--- src/adc_pacing_pkg.sv ---
// Purpose: Shared constants and types for the pacing sequencer and its controller
// Assumes: core clock 125 MHz
// Notes:   Register map of the sequencer is internal to the link
package adc_pacing_pkg;

  // ----------------------------------------------------------------
  // Timing
  // ----------------------------------------------------------------
  localparam int CLK_MHZ           = 125;
  localparam int CONV_FAST_NS      = 10000;
  localparam int CONV_SLOW_NS      = 20000;
  localparam int CONV_FAST_CYC     = (CONV_FAST_NS * CLK_MHZ + 999) / 1000;
  localparam int CONV_SLOW_CYC     = (CONV_SLOW_NS * CLK_MHZ + 999) / 1000;
  localparam int TB_FAST_MHZ       = 10;
  localparam int TB_SLOW_MHZ       = 1;
  localparam int TB_FAST_DIV       = CLK_MHZ / TB_FAST_MHZ;
  localparam int TB_SLOW_DIV       = CLK_MHZ / TB_SLOW_MHZ;
  localparam int BURST_MAX_HZ      = 100000;
  localparam int BURST_MIN_HZ      = 3940;
  localparam int BURST_MIN_CYC     = CLK_MHZ * 1000000 / BURST_MAX_HZ;
  localparam int BURST_MAX_CYC     = CLK_MHZ * 1000000 / BURST_MIN_HZ;
  localparam int BURST_W           = 16;

  // ----------------------------------------------------------------
  // Widths
  // ----------------------------------------------------------------
  localparam int SAMPLE_W          = 12;
  localparam int DATA_W            = 16;
  localparam int CHAN_W            = 4;
  localparam int CHAN_SE           = 16;
  localparam int CHAN_DIFF         = 8;
  localparam int EXP_W             = 4;
  localparam int ADDR_W            = 4;

  // ----------------------------------------------------------------
  // Sequencer register map (word offsets)
  // ----------------------------------------------------------------
  localparam logic [ADDR_W-1:0] REG_CTRL    = 4'h0;
  localparam logic [ADDR_W-1:0] REG_CHAN    = 4'h1;
  localparam logic [ADDR_W-1:0] REG_DIVLO   = 4'h2;
  localparam logic [ADDR_W-1:0] REG_DIVHI   = 4'h3;
  localparam logic [ADDR_W-1:0] REG_BURST   = 4'h4;
  localparam logic [ADDR_W-1:0] REG_SWSTART = 4'h5;
  localparam logic [ADDR_W-1:0] REG_EXPSEL  = 4'h6;
  localparam logic [ADDR_W-1:0] REG_DATA    = 4'h7;
  localparam logic [ADDR_W-1:0] REG_STATUS  = 4'h8;

  // Control register fields
  localparam int CTRL_SRC_LSB   = 0;   // 2 bits: clock source
  localparam int CTRL_BURST_BIT = 2;
  localparam int CTRL_XFER_LSB  = 3;   // 2 bits: transfer mode
  localparam int CTRL_GATE_BIT  = 5;
  localparam int CTRL_DMA3_BIT  = 6;
  localparam int CTRL_ADCEN_BIT = 7;
  localparam int CTRL_TBF_BIT   = 8;   // Timebase strap image
  localparam int CTRL_DIFF_BIT  = 9;
  localparam int CTRL_SLOW_BIT  = 10;
  localparam logic [DATA_W-1:0] CTRL_RESET = 16'h0000;

  typedef enum logic [1:0] {SRC_SOFT = 2'h0, SRC_INT = 2'h1, SRC_EXT = 2'h2} src_t;
  typedef enum logic [1:0] {XFER_PROG = 2'h0, XFER_IRQ = 2'h1, XFER_DMA = 2'h2} xfer_t;

  // Status fields
  localparam int STAT_READY_BIT = 0;
  localparam int STAT_BUSY_BIT  = 1;
  localparam int STAT_SCAN_BIT  = 2;
  localparam int STAT_CHAN_LSB  = 4;

  // Controller command register offsets
  localparam logic [ADDR_W-1:0] CMD_ADDR  = 4'h0;
  localparam logic [ADDR_W-1:0] CMD_WDATA = 4'h1;
  localparam logic [ADDR_W-1:0] CMD_GO    = 4'h2;
  localparam logic [ADDR_W-1:0] CMD_STAT  = 4'h3;
  localparam logic [ADDR_W-1:0] CMD_RDATA = 4'h4;
  localparam logic [ADDR_W-1:0] CMD_DMA   = 4'h5;
  localparam int GO_WRITE_BIT = 0;
  localparam int GO_READ_BIT  = 1;

endpackage

--- src/adc_pacing_if.sv ---
// Purpose: Link between the acquisition sequencer and its host controller
// Assumes: single core clock for both ends
// Notes:   Host side holds the register port, DMA and interrupt lines
`timescale 1ns/1ps
interface adc_pacing_if;
  import adc_pacing_pkg::*;
  logic [ADDR_W-1:0] addr;
  logic [DATA_W-1:0] wdata;
  logic              wr;
  logic              rd;
  logic [DATA_W-1:0] rdata;
  logic              irq;
  logic              dmaReq;
  logic              dmaAck;
  logic              dmaChan3;
  logic              tick;

  modport device (input addr, wdata, wr, rd, dmaAck, output rdata, irq, dmaReq, dmaChan3, tick);
  modport host   (output addr, wdata, wr, rd, dmaAck, input rdata, irq, dmaReq, dmaChan3, tick);
endinterface

--- src/adc_pacing_sequencer.sv ---
// Purpose: Conversion start selection, pacing and channel sequencing
// Assumes: converter result arrives on convDone with convData
// Notes:   One core clock; the pacer pin passes a two-stage synchroniser, the strap is sampled once
// Function
// - Results twelve-bit, left-justified, offset binary
// - Sixteen single-ended or eight differential channels
// - Paced default: one conversion per pacer pulse
// - Burst: pulse starts scan, burst-clock spaced
// - Burst clock programmable 3.94 to 100 kHz
// - Software keeps pacer under burst rate/channels
// - Pacer timebase strap-selects 1 or 10 MHz
// - Two cascaded counters, divisor up to 2^32
// - Starts limited to 10 or 20 microseconds
// - External pacer never exceeds converter rate
// - External source: rising edges start conversions
// - Software source: starts only on command
// - Idle pacer still raises periodic interrupts
// - Digital outputs drive expansion channel select
// - Gain 500 limits bursts to 10 ks/s
// - Burst works with DMA or interrupt transfer
// - Hardware gate holds pacer until input high
// - Interrupt mode raises request per result
// - DMA mode single-cycle requests, channel 1/3
`timescale 1ns/1ps
module adc_pacing_sequencer
  import adc_pacing_pkg::*;
(
  input  wire logic                core_clk,
  input  wire logic                reset,
  adc_pacing_if.device             bus,
  input  wire logic                pacerPin,
  input  wire logic                timebaseFast,
  input  wire logic                convDone,
  input  wire logic [SAMPLE_W-1:0] convData,
  output logic                     convStart,
  output logic [CHAN_W-1:0]        muxChan,
  output logic [EXP_W-1:0]         expSelect
);
  import adc_pacing_pkg::*;

  typedef enum logic [2:0] {ST_IDLE = 3'b001, ST_CONV = 3'b010, ST_SPACE = 3'b100} state_t;

  logic [DATA_W-1:0]   ctrl_q;
  logic [CHAN_W-1:0]   firstChan_q, lastChan_q, chan_q;
  logic [31:0]         divisor_q;
  logic [BURST_W-1:0]  burstDiv_q;
  logic [EXP_W-1:0]    expSel_q;
  logic [DATA_W-1:0]   result_q, rdata_q;
  logic                ready_q, swStart_q, tbStrap_q, strapDone_q;
  logic                pinMeta_q, pinSync_q, pinPrev_q;
  logic [7:0]          tbCnt_q;
  logic [15:0]         stage1_q, stage2_q;
  logic                tick_q, convStart_q, dmaReq_q, scanning_q;
  logic [BURST_W-1:0]  spaceCnt_q;
  logic [15:0]         guardCnt_q;
  state_t              state_q;

  src_t  src;
  xfer_t xfer;
  logic  burstMode, gateEn, pacerPulse, startReq, guardOk, tbTick, atLast;
  logic  [CHAN_W-1:0] chanTop;

  assign src       = src_t'(ctrl_q[CTRL_SRC_LSB +: 2]);
  assign xfer      = xfer_t'(ctrl_q[CTRL_XFER_LSB +: 2]);
  assign burstMode = ctrl_q[CTRL_BURST_BIT];
  assign gateEn    = ctrl_q[CTRL_GATE_BIT];
  assign chanTop   = ctrl_q[CTRL_DIFF_BIT] ? CHAN_W'(CHAN_DIFF - 1) : CHAN_W'(CHAN_SE - 1);
  assign atLast    = (chan_q == lastChan_q);

  // ----------------------------------------------------------------
  // Register port
  // ----------------------------------------------------------------
  function automatic logic [CHAN_W-1:0] clampChan(input logic [CHAN_W-1:0] c, input logic [CHAN_W-1:0] top);
    clampChan = (c > top) ? top : c;
  endfunction

  always_ff @(posedge core_clk or posedge reset) begin
    if (reset) begin
      ctrl_q      <= CTRL_RESET;  // Paced mode by default
      firstChan_q <= '0;
      lastChan_q  <= '0;
      divisor_q   <= '0;
      burstDiv_q  <= BURST_W'(BURST_MIN_CYC);
      expSel_q    <= '0;
    end else if (bus.wr) begin
      case (bus.addr)
        REG_CTRL:  ctrl_q <= bus.wdata;
        REG_CHAN: begin
          firstChan_q <= clampChan(bus.wdata[CHAN_W-1:0], chanTop);
          lastChan_q  <= clampChan(bus.wdata[8 +: CHAN_W], chanTop);
        end
        REG_DIVLO: divisor_q[15:0]  <= bus.wdata;
        REG_DIVHI: divisor_q[31:16] <= bus.wdata;
        // Clamped so the burst clock stays inside 3.94..100 kHz
        REG_BURST: burstDiv_q <= (bus.wdata < BURST_W'(BURST_MIN_CYC)) ? BURST_W'(BURST_MIN_CYC) :
                                 (bus.wdata > BURST_W'(BURST_MAX_CYC)) ? BURST_W'(BURST_MAX_CYC) :
                                 bus.wdata;
        REG_EXPSEL: expSel_q <= bus.wdata[EXP_W-1:0];
        default: ;
      endcase
    end
  end

  always_ff @(posedge core_clk or posedge reset) begin
    if (reset) swStart_q <= 1'b0;
    else       swStart_q <= bus.wr && bus.addr == REG_SWSTART && src == SRC_SOFT;
  end

  // Strap caught after reset release, never under reset
  always_ff @(posedge core_clk or posedge reset) begin
    if (reset) begin
      tbStrap_q   <= 1'b0;
      strapDone_q <= 1'b0;
    end else if (!strapDone_q) begin
      tbStrap_q   <= timebaseFast;
      strapDone_q <= 1'b1;
    end
  end

  // Result holding and ready flag; new result wins over read clear
  always_ff @(posedge core_clk or posedge reset) begin
    if (reset) begin
      result_q <= '0;
      ready_q  <= 1'b0;
    end else if (convDone) begin
      result_q <= {convData, {(DATA_W-SAMPLE_W){1'b0}}};
      ready_q  <= 1'b1;
    end else if ((bus.rd && bus.addr == REG_DATA) || (dmaReq_q && bus.dmaAck)) begin
      ready_q  <= 1'b0;
    end
  end

  always_ff @(posedge core_clk or posedge reset) begin
    if (reset) rdata_q <= '0;
    else if (bus.rd) begin
      case (bus.addr)
        REG_CTRL:   rdata_q <= ctrl_q | (DATA_W'(tbStrap_q) << CTRL_TBF_BIT);
        REG_CHAN:   rdata_q <= DATA_W'({lastChan_q, 4'h0, firstChan_q});
        REG_DIVLO:  rdata_q <= divisor_q[15:0];
        REG_DIVHI:  rdata_q <= divisor_q[31:16];
        REG_BURST:  rdata_q <= burstDiv_q;
        REG_EXPSEL: rdata_q <= DATA_W'(expSel_q);
        REG_DATA:   rdata_q <= result_q;
        REG_STATUS: rdata_q <= DATA_W'({chan_q, 1'b0, scanning_q, state_q != ST_IDLE, ready_q});
        default:    rdata_q <= '0;
      endcase
    end else if (dmaReq_q) rdata_q <= result_q;
    else rdata_q <= '0;
  end

  // ----------------------------------------------------------------
  // Pacer pin synchroniser and edge detect
  // ----------------------------------------------------------------
  always_ff @(posedge core_clk or posedge reset) begin
    if (reset) begin
      pinMeta_q <= 1'b0;
      pinSync_q <= 1'b0;
      pinPrev_q <= 1'b0;
    end else begin
      pinMeta_q <= pacerPin;
      pinSync_q <= pinMeta_q;
      pinPrev_q <= pinSync_q;
    end
  end

  // ----------------------------------------------------------------
  // Internal pacer: timebase then two cascaded 16-bit stages
  // ----------------------------------------------------------------
  assign tbTick = (tbCnt_q == 8'h00);

  always_ff @(posedge core_clk or posedge reset) begin
    if (reset) tbCnt_q <= '0;
    else if (tbTick) tbCnt_q <= tbStrap_q ? 8'(TB_FAST_DIV - 1) : 8'(TB_SLOW_DIV - 1);
    else tbCnt_q <= tbCnt_q - 8'h01;
  end

  always_ff @(posedge core_clk or posedge reset) begin
    if (reset) begin
      stage1_q <= '0;
      stage2_q <= '0;
      tick_q   <= 1'b0;
    end else begin
      tick_q <= 1'b0;
      if (tbTick) begin
        if (stage1_q <= 16'h0001) begin
          stage1_q <= divisor_q[15:0];
          if (stage2_q <= 16'h0001) begin
            stage2_q <= divisor_q[31:16];
            tick_q   <= 1'b1;
          end else stage2_q <= stage2_q - 16'h0001;
        end else stage1_q <= stage1_q - 16'h0001;
      end
    end
  end

  // Gate holds pacer pulses off until the shared pin is high
  always_comb begin
    case (src)
      SRC_INT: pacerPulse = tick_q && (!gateEn || pinSync_q);
      SRC_EXT: pacerPulse = pinSync_q && !pinPrev_q;
      default: pacerPulse = 1'b0;
    endcase
  end

  // ----------------------------------------------------------------
  // Conversion sequencer
  // ----------------------------------------------------------------
  // Too-fast pacer and software starts are dropped rather than queued; burst scan starts in ST_SPACE wait for the guard
  assign guardOk  = (guardCnt_q == 16'h0000);
  assign startReq = ctrl_q[CTRL_ADCEN_BIT] && (pacerPulse || swStart_q);

  always_ff @(posedge core_clk or posedge reset) begin
    if (reset) guardCnt_q <= '0;
    else if (convStart_q)
      guardCnt_q <= ctrl_q[CTRL_SLOW_BIT] ? 16'(CONV_SLOW_CYC - 1) : 16'(CONV_FAST_CYC - 1);
    else if (!guardOk) guardCnt_q <= guardCnt_q - 16'h0001;
  end

  always_ff @(posedge core_clk or posedge reset) begin
    if (reset) begin
      state_q     <= ST_IDLE;
      chan_q      <= '0;
      convStart_q <= 1'b0;
      scanning_q  <= 1'b0;
      spaceCnt_q  <= '0;
    end else begin
      convStart_q <= 1'b0;
      // New list restarts the pointer at its first channel, unless convDone advances it in the same cycle
      if (bus.wr && bus.addr == REG_CHAN) chan_q <= clampChan(bus.wdata[CHAN_W-1:0], chanTop);
      case (state_q)
        ST_IDLE: if (startReq && guardOk) begin
          convStart_q <= 1'b1;
          scanning_q  <= burstMode && src != SRC_SOFT;
          state_q     <= ST_CONV;
        end
        ST_CONV: if (convDone) begin
          chan_q <= atLast ? firstChan_q : chan_q + CHAN_W'(1);
          if (scanning_q && !atLast) begin
            spaceCnt_q <= burstDiv_q;
            state_q    <= ST_SPACE;
          end else begin
            scanning_q <= 1'b0;
            state_q    <= ST_IDLE;
          end
        end
        ST_SPACE: begin
          if (spaceCnt_q > BURST_W'(1)) spaceCnt_q <= spaceCnt_q - BURST_W'(1);
          else if (guardOk) begin
            convStart_q <= 1'b1;
            state_q     <= ST_CONV;
          end
        end
        default: state_q <= ST_IDLE;
      endcase
    end
  end

  // ----------------------------------------------------------------
  // Transfer requests
  // ----------------------------------------------------------------
  always_ff @(posedge core_clk or posedge reset) begin
    if (reset) dmaReq_q <= 1'b0;
    else if (convDone && xfer == XFER_DMA) dmaReq_q <= 1'b1;
    else if (bus.dmaAck) dmaReq_q <= 1'b0;
  end

  assign convStart    = convStart_q;
  assign muxChan      = chan_q;
  assign expSelect    = expSel_q;
  assign bus.rdata    = rdata_q;
  assign bus.dmaReq   = dmaReq_q;
  assign bus.dmaChan3 = ctrl_q[CTRL_DMA3_BIT];
  assign bus.irq      = (xfer == XFER_IRQ && ready_q) ||
                        (!ctrl_q[CTRL_ADCEN_BIT] && src == SRC_INT && tick_q);
  assign bus.tick     = tick_q;

endmodule // adc_pacing_sequencer

--- src/flat_wrapper.sv ---
// flat-port wrapper written by rule: the top's interface ports become plain ports
module adc_pacing_sequencer_flat import adc_pacing_pkg::*;
  (core_clk, reset, pacerPin, timebaseFast, convDone, convData, convStart, muxChan, expSelect, bus_addr, bus_wdata, bus_wr, bus_rd, bus_dmaAck, bus_rdata, bus_irq, bus_dmaReq, bus_dmaChan3, bus_tick);
  adc_pacing_if bus_i ();
  input  wire logic core_clk;
  input  wire logic reset;
  input  wire logic pacerPin;
  input  wire logic timebaseFast;
  input  wire logic convDone;
  input  wire logic [SAMPLE_W-1:0] convData;
  output logic convStart;
  output logic [CHAN_W-1:0] muxChan;
  output logic [EXP_W-1:0] expSelect;
  input wire logic [$bits(bus_i.addr)-1:0] bus_addr;
  input wire logic [$bits(bus_i.wdata)-1:0] bus_wdata;
  input wire logic [$bits(bus_i.wr)-1:0] bus_wr;
  input wire logic [$bits(bus_i.rd)-1:0] bus_rd;
  input wire logic [$bits(bus_i.dmaAck)-1:0] bus_dmaAck;
  output wire logic [$bits(bus_i.rdata)-1:0] bus_rdata;
  output wire logic [$bits(bus_i.irq)-1:0] bus_irq;
  output wire logic [$bits(bus_i.dmaReq)-1:0] bus_dmaReq;
  output wire logic [$bits(bus_i.dmaChan3)-1:0] bus_dmaChan3;
  output wire logic [$bits(bus_i.tick)-1:0] bus_tick;
  assign bus_i.addr = bus_addr;
  assign bus_i.wdata = bus_wdata;
  assign bus_i.wr = bus_wr;
  assign bus_i.rd = bus_rd;
  assign bus_i.dmaAck = bus_dmaAck;
  assign bus_rdata = bus_i.rdata;
  assign bus_irq = bus_i.irq;
  assign bus_dmaReq = bus_i.dmaReq;
  assign bus_dmaChan3 = bus_i.dmaChan3;
  assign bus_tick = bus_i.tick;
  adc_pacing_sequencer u_core (.core_clk(core_clk), .reset(reset), .bus(bus_i), .pacerPin(pacerPin), .timebaseFast(timebaseFast), .convDone(convDone), .convData(convData), .convStart(convStart), .muxChan(muxChan), .expSelect(expSelect));
endmodule
--- config.mk ---
export PLATFORM = sky130hd
export DESIGN_NAME = adc_pacing_sequencer_flat
export DESIGN_NICKNAME = d
export VERILOG_FILES = /design/src/adc_pacing_pkg.sv /design/src/adc_pacing_if.sv /design/src/adc_pacing_sequencer.sv /design/src/flat_wrapper.sv
export SDC_FILE = /design/constraint.sdc
export NUM_CORES = 1
export LEC_CHECK = 0
export BUFFER_PORTS_ARGS = -buffer_cell sky130_fd_sc_hd__buf_2
export CAP_MARGIN = 25
export CORE_MARGIN = 4
export CORE_UTILIZATION = 24
export CTS_BUF_LIST = sky130_fd_sc_hd__clkbuf_4 sky130_fd_sc_hd__clkbuf_8
export DETAILED_ROUTE_END_ITERATION = 8
export HOLD_SLACK_MARGIN = 0.08
export PLACE_DENSITY = 0.48
export SKIP_LAST_GASP = 1
export SLEW_MARGIN = 20
export SYNTH_ARGS = -nofsm -noshare
export SYNTH_HDL_FRONTEND = slang
export SYNTH_SLANG_ARGS = --single-unit
--- constraint.sdc ---
create_clock -name core_clk -period 4.9 [get_ports core_clk]
set_clock_uncertainty 0.05 [all_clocks]
set_input_delay 0 -clock core_clk [delete_from_list [all_inputs] [get_ports core_clk]]
set_output_delay 0 -clock core_clk [all_outputs]
set_load 0.01 [all_outputs]
# Word-level counts from Yosys, hierarchy flattened
# Cells that the tools add are included.
# word_totals
reg_bits	194
latchBits	0
ramBits	0
romBits	0
in_bits	40
n_memories	0
# classes
addsub	6
n_mul	0
n_div	0
n_lt_le_gt_ge	7
eq_ne	25
n_shift	0
mux	45
bitwise_logic	1
n_reduce_logical	42
# ops
cell	n
$mux W16	11
$pmux W16 S8	1
$sub A16 B1 Y16 const B	4
$le A16 B1 Y1 const B	2
$pmux W16 S2	1
$mux W4	7
$eq A4 B3 Y1 const B	4
$gt A16 B1 Y1 const B	1
$gt A16 B15 Y1 const B	1
$logic_not A16 Y1	1
$lt A16 B11 Y1 const B	1
$or A16 B9 Y16	1
$logic_and A1 B1 Y1	15
$mux W3	5
$reduce_and A2 Y1	7
$mux W1	13
$mux W12	1
$reduce_and A4 Y1	3
$ne A2 B1 Y1 const B	5
$reduce_bool A2 Y1	5
$pmux W3 S3	1
$eq A4 B2 Y1 const B	2
$gt A4 B4 Y1	2
$logic_not A8 Y1	1
other kinds (19)	31

# Depth between registers and ports, before layout
# depth
depth_word	9
depth_mapped	9

# Least setup slack after synthesis
# Ideal clock, no wire load.
# synth_timing
kind	reg2reg
startpoint	register u_core.guardCnt_q[8]
endpoint	register u_core.scanning_q
setup_time_ns	0.104
arrival_ns	2.184
path_slack_ns	2.562
path_stages_with_launch	6
path_buffers	1
cell_sequence	dfrtp_1 -> or4_4 -> or4_4 -> buf_6 -> or4_4 -> o311ai_1
# synth_between
elab_chain_cells	4
# synth_lines
item	line_no	source
start: declaration	adc_pacing_sequencer.sv:55	logic [15:0] guardCnt_q;
start signal: assignment	adc_pacing_sequencer.sv:215	guardCnt_q <= ctrl_q[CTRL_SLOW_BIT] ? 16'(CONV_SLOW_CYC - 1) : 16'(CONV_FAST_CYC - 1);
start signal: assignment	adc_pacing_sequencer.sv:216	else if (!guardOk) guardCnt_q <= guardCnt_q - 16'h0001;
$logic_not A16 Y1	adc_pacing_sequencer.sv:209	assign guardOk = (guardCnt_q == 16'h0000);
$logic_and A1 B1 Y1	adc_pacing_sequencer.sv:231	ST_IDLE: if (startReq && guardOk) begin
$ne A2 B1 Y1 (no source line)	--	
$reduce_and A4 Y1 (no source line)	--	
end signal: assignment	adc_pacing_sequencer.sv:224	scanning_q <= 1'b0;
end signal: assignment	adc_pacing_sequencer.sv:233	scanning_q <= burstMode && src != SRC_SOFT;
end signal: assignment	adc_pacing_sequencer.sv:242	scanning_q <= 1'b0;
end: declaration	adc_pacing_sequencer.sv:53	logic tick_q, convStart_q, dmaReq_q, scanning_q;
# Every way passes these cells.
# A chain may end at the register's enable or synchronous reset.

# Worst setup path after layout
# layout_timing
startpoint	register u_core.tbCnt_q[0]
endpoint	register u_core.stage2_q[12]
# layout_between
elab_chain_cells	2
# layout_lines
item	line_no	source
start: declaration	adc_pacing_sequencer.sv:51	logic [7:0] tbCnt_q;
start signal: assignment	adc_pacing_sequencer.sv:173	else if (tbTick) tbCnt_q <= tbStrap_q ? 8'(TB_FAST_DIV - 1) : 8'(TB_SLOW_DIV - 1);
start signal: assignment	adc_pacing_sequencer.sv:174	else tbCnt_q <= tbCnt_q - 8'h01;
$logic_not A8 Y1	adc_pacing_sequencer.sv:169	assign tbTick = (tbCnt_q == 8'h00);
$reduce_and A2 Y1 (no source line)	--	
end signal: assignment	adc_pacing_sequencer.sv:188	stage2_q <= divisor_q[31:16];
end signal: assignment	adc_pacing_sequencer.sv:190	end else stage2_q <= stage2_q - 16'h0001;
end: declaration	adc_pacing_sequencer.sv:52	logic [15:0] stage1_q, stage2_q;
# Every way passes these cells.

==> metrics.csv <==
stage,metric,value,unit
run_status,outcome,"finished, final reports clean",
cells_and_area,n_fill_cell,4272,
drt,routed_wl,31.0,mm
setup_path,worst_setup_path_start_kind,flip-flop,
power_and_ir_drop,p_leak,4.96,nW
setup_path,critPathCapture,u_core.stage2_q[12],
min_path,min_path_type,primary input to asynchronous set/reset pin,
synthesis,synthesis.nets,1042,
floorplan,rows,74,
floorplan,die_y,211,um
timing,setup_viol,0,
global_route,grt_pass1_vias,8182,
clock_tree,root_buffer,clkbuf_8,
setup_path,worstSetupStartpoint,u_core.tbCnt_q[0],
cells_and_area,syn2layout_area_growth,19.6,%
timing,tightestPinTransition,1.01,ns
setup_path,rr_worst_depth,7,
synthesis,ys.flop_type,dfrtp_1,
floorplan,coreArea,40700,um2
clock_tree,clk_latency,0.50,ns
timing,tns,0,ns
setup_path,cp-end-kind,flip-flop,
floorplan,die_area,44500,um2
setup_path,timing.rr.start,u_core.tbCnt_q[0],
setup_path,worstReg2RegEnd,u_core.stage2_q[12],
cells_and_area,drive_gt1_frac,0.181,
timing,rsz0062_at_grt,false,
timing,slew_headroom,0.320,
synthesis,yosysSeqAreaShare,0.492,
synthesis,yosysWarnings,0,
cells_and_area,final_area,11800,um2
power_and_ir_drop,power_density,443,nW/um2
cells_and_area,fin_nets,1148,
timing,period_minus_slack,3.17,ns
clock_tree,cts_max_level,4,
synthesis,ys_async_sr_fraction,1.00,
drt,viasPerCell,5.07,
setup_path,critPathArrivalTime,3.51,ns
place,port_buffers,68,
timing,fmax,0.315,GHz
cells_and_area,final_core_util,0.290,
setup_path,worstSetupPathType,flip-flop to flip-flop,
synthesis,syn_inst,988,
setup_path,path_max_fanout,19,
place,place.gp.congestion,0.807,
synthesis,syn-mean-instance-area,10.0,um2
setup_path,worstPathRequired,5.24,ns
timing,finalCritPeriodShare,0.648,
synthesis,netlist_area,9890,um2
global_route,grt_usage,0.139,
global_route,grt_pass1_wl,48.6,mm
cells_and_area,final_cells,1642,
floorplan,io_pins,69,
synthesis,synth-edff-count,0,
place,placedCellCount,1548,
power_and_ir_drop,ir_drop,168,uV
synthesis,synth_seq_cells,194,
clock_tree,post_cts_buffers,0,
global_route,grt_antenna_before_repair,3,
flow_run,maxCapViolations,0,
place,postPlaceCellArea,10800,um2
drt,route.detailed.wl_per_inst,18.9,um
global_route,grt_max_degree,157,
clock_tree,cts.sinks,194,
clock_tree,cts_buffers,17,
place,place_hpwl,22.0,mm
drt,via_count,8321,
clock_tree,clk_pin_slew,0.10,ns
floorplan,start_util,0.243,
drt,dr.pass1.iters,5,
global_route,grt-ovfl-total,0,
clock_tree,clk_path_buf_depth,2,
drt,drt-initial-drc-count,665,
drt,drc,0,
synthesis,yosysUniqueCellTypes,70,
clock_tree,tritoncts,yes,
timing,maxSlewViolCount,0,
setup_path,reg2reg_setup_slack,1.73,ns
floorplan,dieWidth,211,um
drt,antenna_left,0,
timing,hold_viol_final,0,
## stage by stage
step / total power, mW / worst slack [ns] / hold slack [ns]
after detailed placement: 4.07 / 1.76 / 0.0687
final: 5.23 / 1.73 / 0.137
after global routing: 5.61 / 1.50 / 0.190
after floorplan: 3.53 / 2.35 / -0.0186
after global placement: 4.05 / 1.81 / 0.0609
after CTS: 5.27 / 1.72 / 0.120
## worst min path at each step
stage	start	slack [ns]	depth (start not counted)	to
2_1_floorplan	pacerPin	-0.02	0	u_core.pinMeta_q
3_3_place_gp	pacerPin	0.06	1	u_core.pinMeta_q
3_5_place_dp	pacerPin	0.07	1	u_core.pinMeta_q
4_1_cts	reset	0.12	4	u_core.stage1_q[6]
5_1_grt	bus_addr[2]	0.19	4	u_core.expSelect[1]
6_report	reset	0.14	4	u_core.bus.rdata[15]
## registers in the layout (all words and copies together) (netlist names), 16 cells and up
signal             flops
u_core.guardCnt_q     16
u_core.burstDiv_q     16
u_core.stage2_q       16
u_core.spaceCnt_q     16
u_core.ctrl_q         16
u_core.stage1_q       16
u_core.bus.rdata      16
u_core.divisor_q      32
## placed cells by master, fill, tap and decap left out, types with 6 or more instances in the layout
| master | Yosys | layout |
|---|---|---|
| or3_1 | 8 | 8 |
| inv_1 | 36 | 35 |
| dlygate4sd3_1 | 0 | 58 |
| o211ai_1 | 7 | 7 |
| o22a_1 | 16 | 16 |
| dfstp_2 | 6 | 6 |
| buf_2 | 3 | 69 |
| nor2_1 | 61 | 61 |
| xnor2_1 | 11 | 11 |
| nor3b_1 | 8 | 7 |
| nand2b_1 | 9 | 9 |
| dfrtp_1 | 188 | 188 |
| a21oi_1 | 48 | 48 |
| nand3b_1 | 9 | 9 |
| o31ai_1 | 7 | 7 |
| mux2_2 | 60 | 60 |
| and2_1 | 6 | 6 |
| ha_1 | 14 | 14 |
| xor2_1 | 10 | 10 |
| nor3_1 | 34 | 33 |
| nand3_1 | 23 | 23 |
| a22o_1 | 7 | 7 |
| a2bb2oi_1 | 17 | 17 |
| buf_4 | 0 | 10 |
| a21o_1 | 12 | 12 |
| nand2_1 | 82 | 82 |
| nor2b_1 | 6 | 6 |
| a31oi_1 | 25 | 25 |
| o22ai_1 | 13 | 13 |
| nand4_1 | 9 | 9 |
| a221oi_1 | 6 | 6 |
| nor4_1 | 11 | 10 |
| o21ai_0 | 75 | 75 |
| a22oi_1 | 33 | 33 |
| clkbuf_8 | 0 | 20 |
## worst max-delay path, cell delays in order (launching register included)
cell and delay [ns]:
dfrtp_1 0.42, inv_1 0.07, ha_1 0.24, nor3b_1 0.38, and2_1 0.67, nand3_1 0.70, o31ai_1 0.43, nand2_1 0.09
## area by class of cell
class                   count  area [um2]  area share
multi-input cells         707        4700       0.398
well taps                 532         666      0.0563
clock buffers              21         283      0.0239
repair buffers            138        1020      0.0864
clock inverters            11         141      0.0120
inverters                  36         139      0.0117
flip-flops and latches    194        4860       0.411
diodes                      3        7.51    0.000635
## timing repair
item | 4_1_cts | 5_1_grt
resized for setup | 0 | 0
hold buffers | 58 | 0
hold endpoints to repair | 146 | 0
## logic make-up (layout without fill, tap and decap cells)
| group | Yosys count | after routing | synth area share |
|---|---|---|---|
| AO/OA/AOI/OAI | 302 | 302 | 0.203 |
| XOR/XNOR | 21 | 21 | 0.0186 |
| adder cells (fa/ha/maj) | 14 | 14 | 0.0177 |
| buffers and inverters | 87 | 206 | 0.0342 |
| flip-flops | 194 | 194 | 0.492 |
| multiplexers | 65 | 65 | 0.0734 |
| other | 1 | 4 | 0.000379 |
| AND/OR/NAND/NOR | 304 | 304 | 0.161 |
## metal layers
layer	part of all wire	global-route usage
met4	0.018	0.0407
met1	0.48	0.196
met2	0.46	0.221
met3	0.046	0.0229
met5	0	0
## cells in the mapped netlist, drive strengths merged (4+ instances only)
library cell | count | area (um2)
dfrtp | 188 | 4700
nand2 | 82 | 308
o21ai | 76 | 380
nor2 | 61 | 229
mux2 | 60 | 676
a21oi | 48 | 240
clkbuf | 44 | 165
inv | 36 | 135
nor3 | 35 | 180
a22oi | 33 | 248
a31oi | 25 | 156
nand3 | 23 | 115
a2bb2oi | 17 | 149
o22a | 16 | 140
ha | 14 | 175
o22ai | 13 | 81.3
a21o | 12 | 90.1
nor4 | 12 | 81.3
xnor2 | 11 | 96.3
xor2 | 10 | 87.6
nand2b | 9 | 56.3
nand3b | 9 | 67.6
nand4 | 9 | 56.3
or3 | 9 | 61.3
nor3b | 8 | 60.1
or4 | 8 | 71.3
a22o | 7 | 61.3
and2 | 7 | 43.8
buf | 7 | 37.5
nor4b | 7 | 73.8
o211ai | 7 | 52.6
o31ai | 7 | 52.6
a221oi | 6 | 52.6
dfstp | 6 | 158
nor2b | 6 | 37.5
mux2i | 5 | 50.1
or2 | 5 | 31.3
and3 | 4 | 25.0
nand4b | 4 | 35.0
o21a | 4 | 30.0
## where the power goes
group | internal [mW] | switching [mW] | leakage (nW)
registers | 1.96 | 0.432 | 2.41
logic | 0.726 | 0.974 | 2.33
clock network | 0.515 | 0.624 | 0.217
Power figures use the tool's default switching activity.
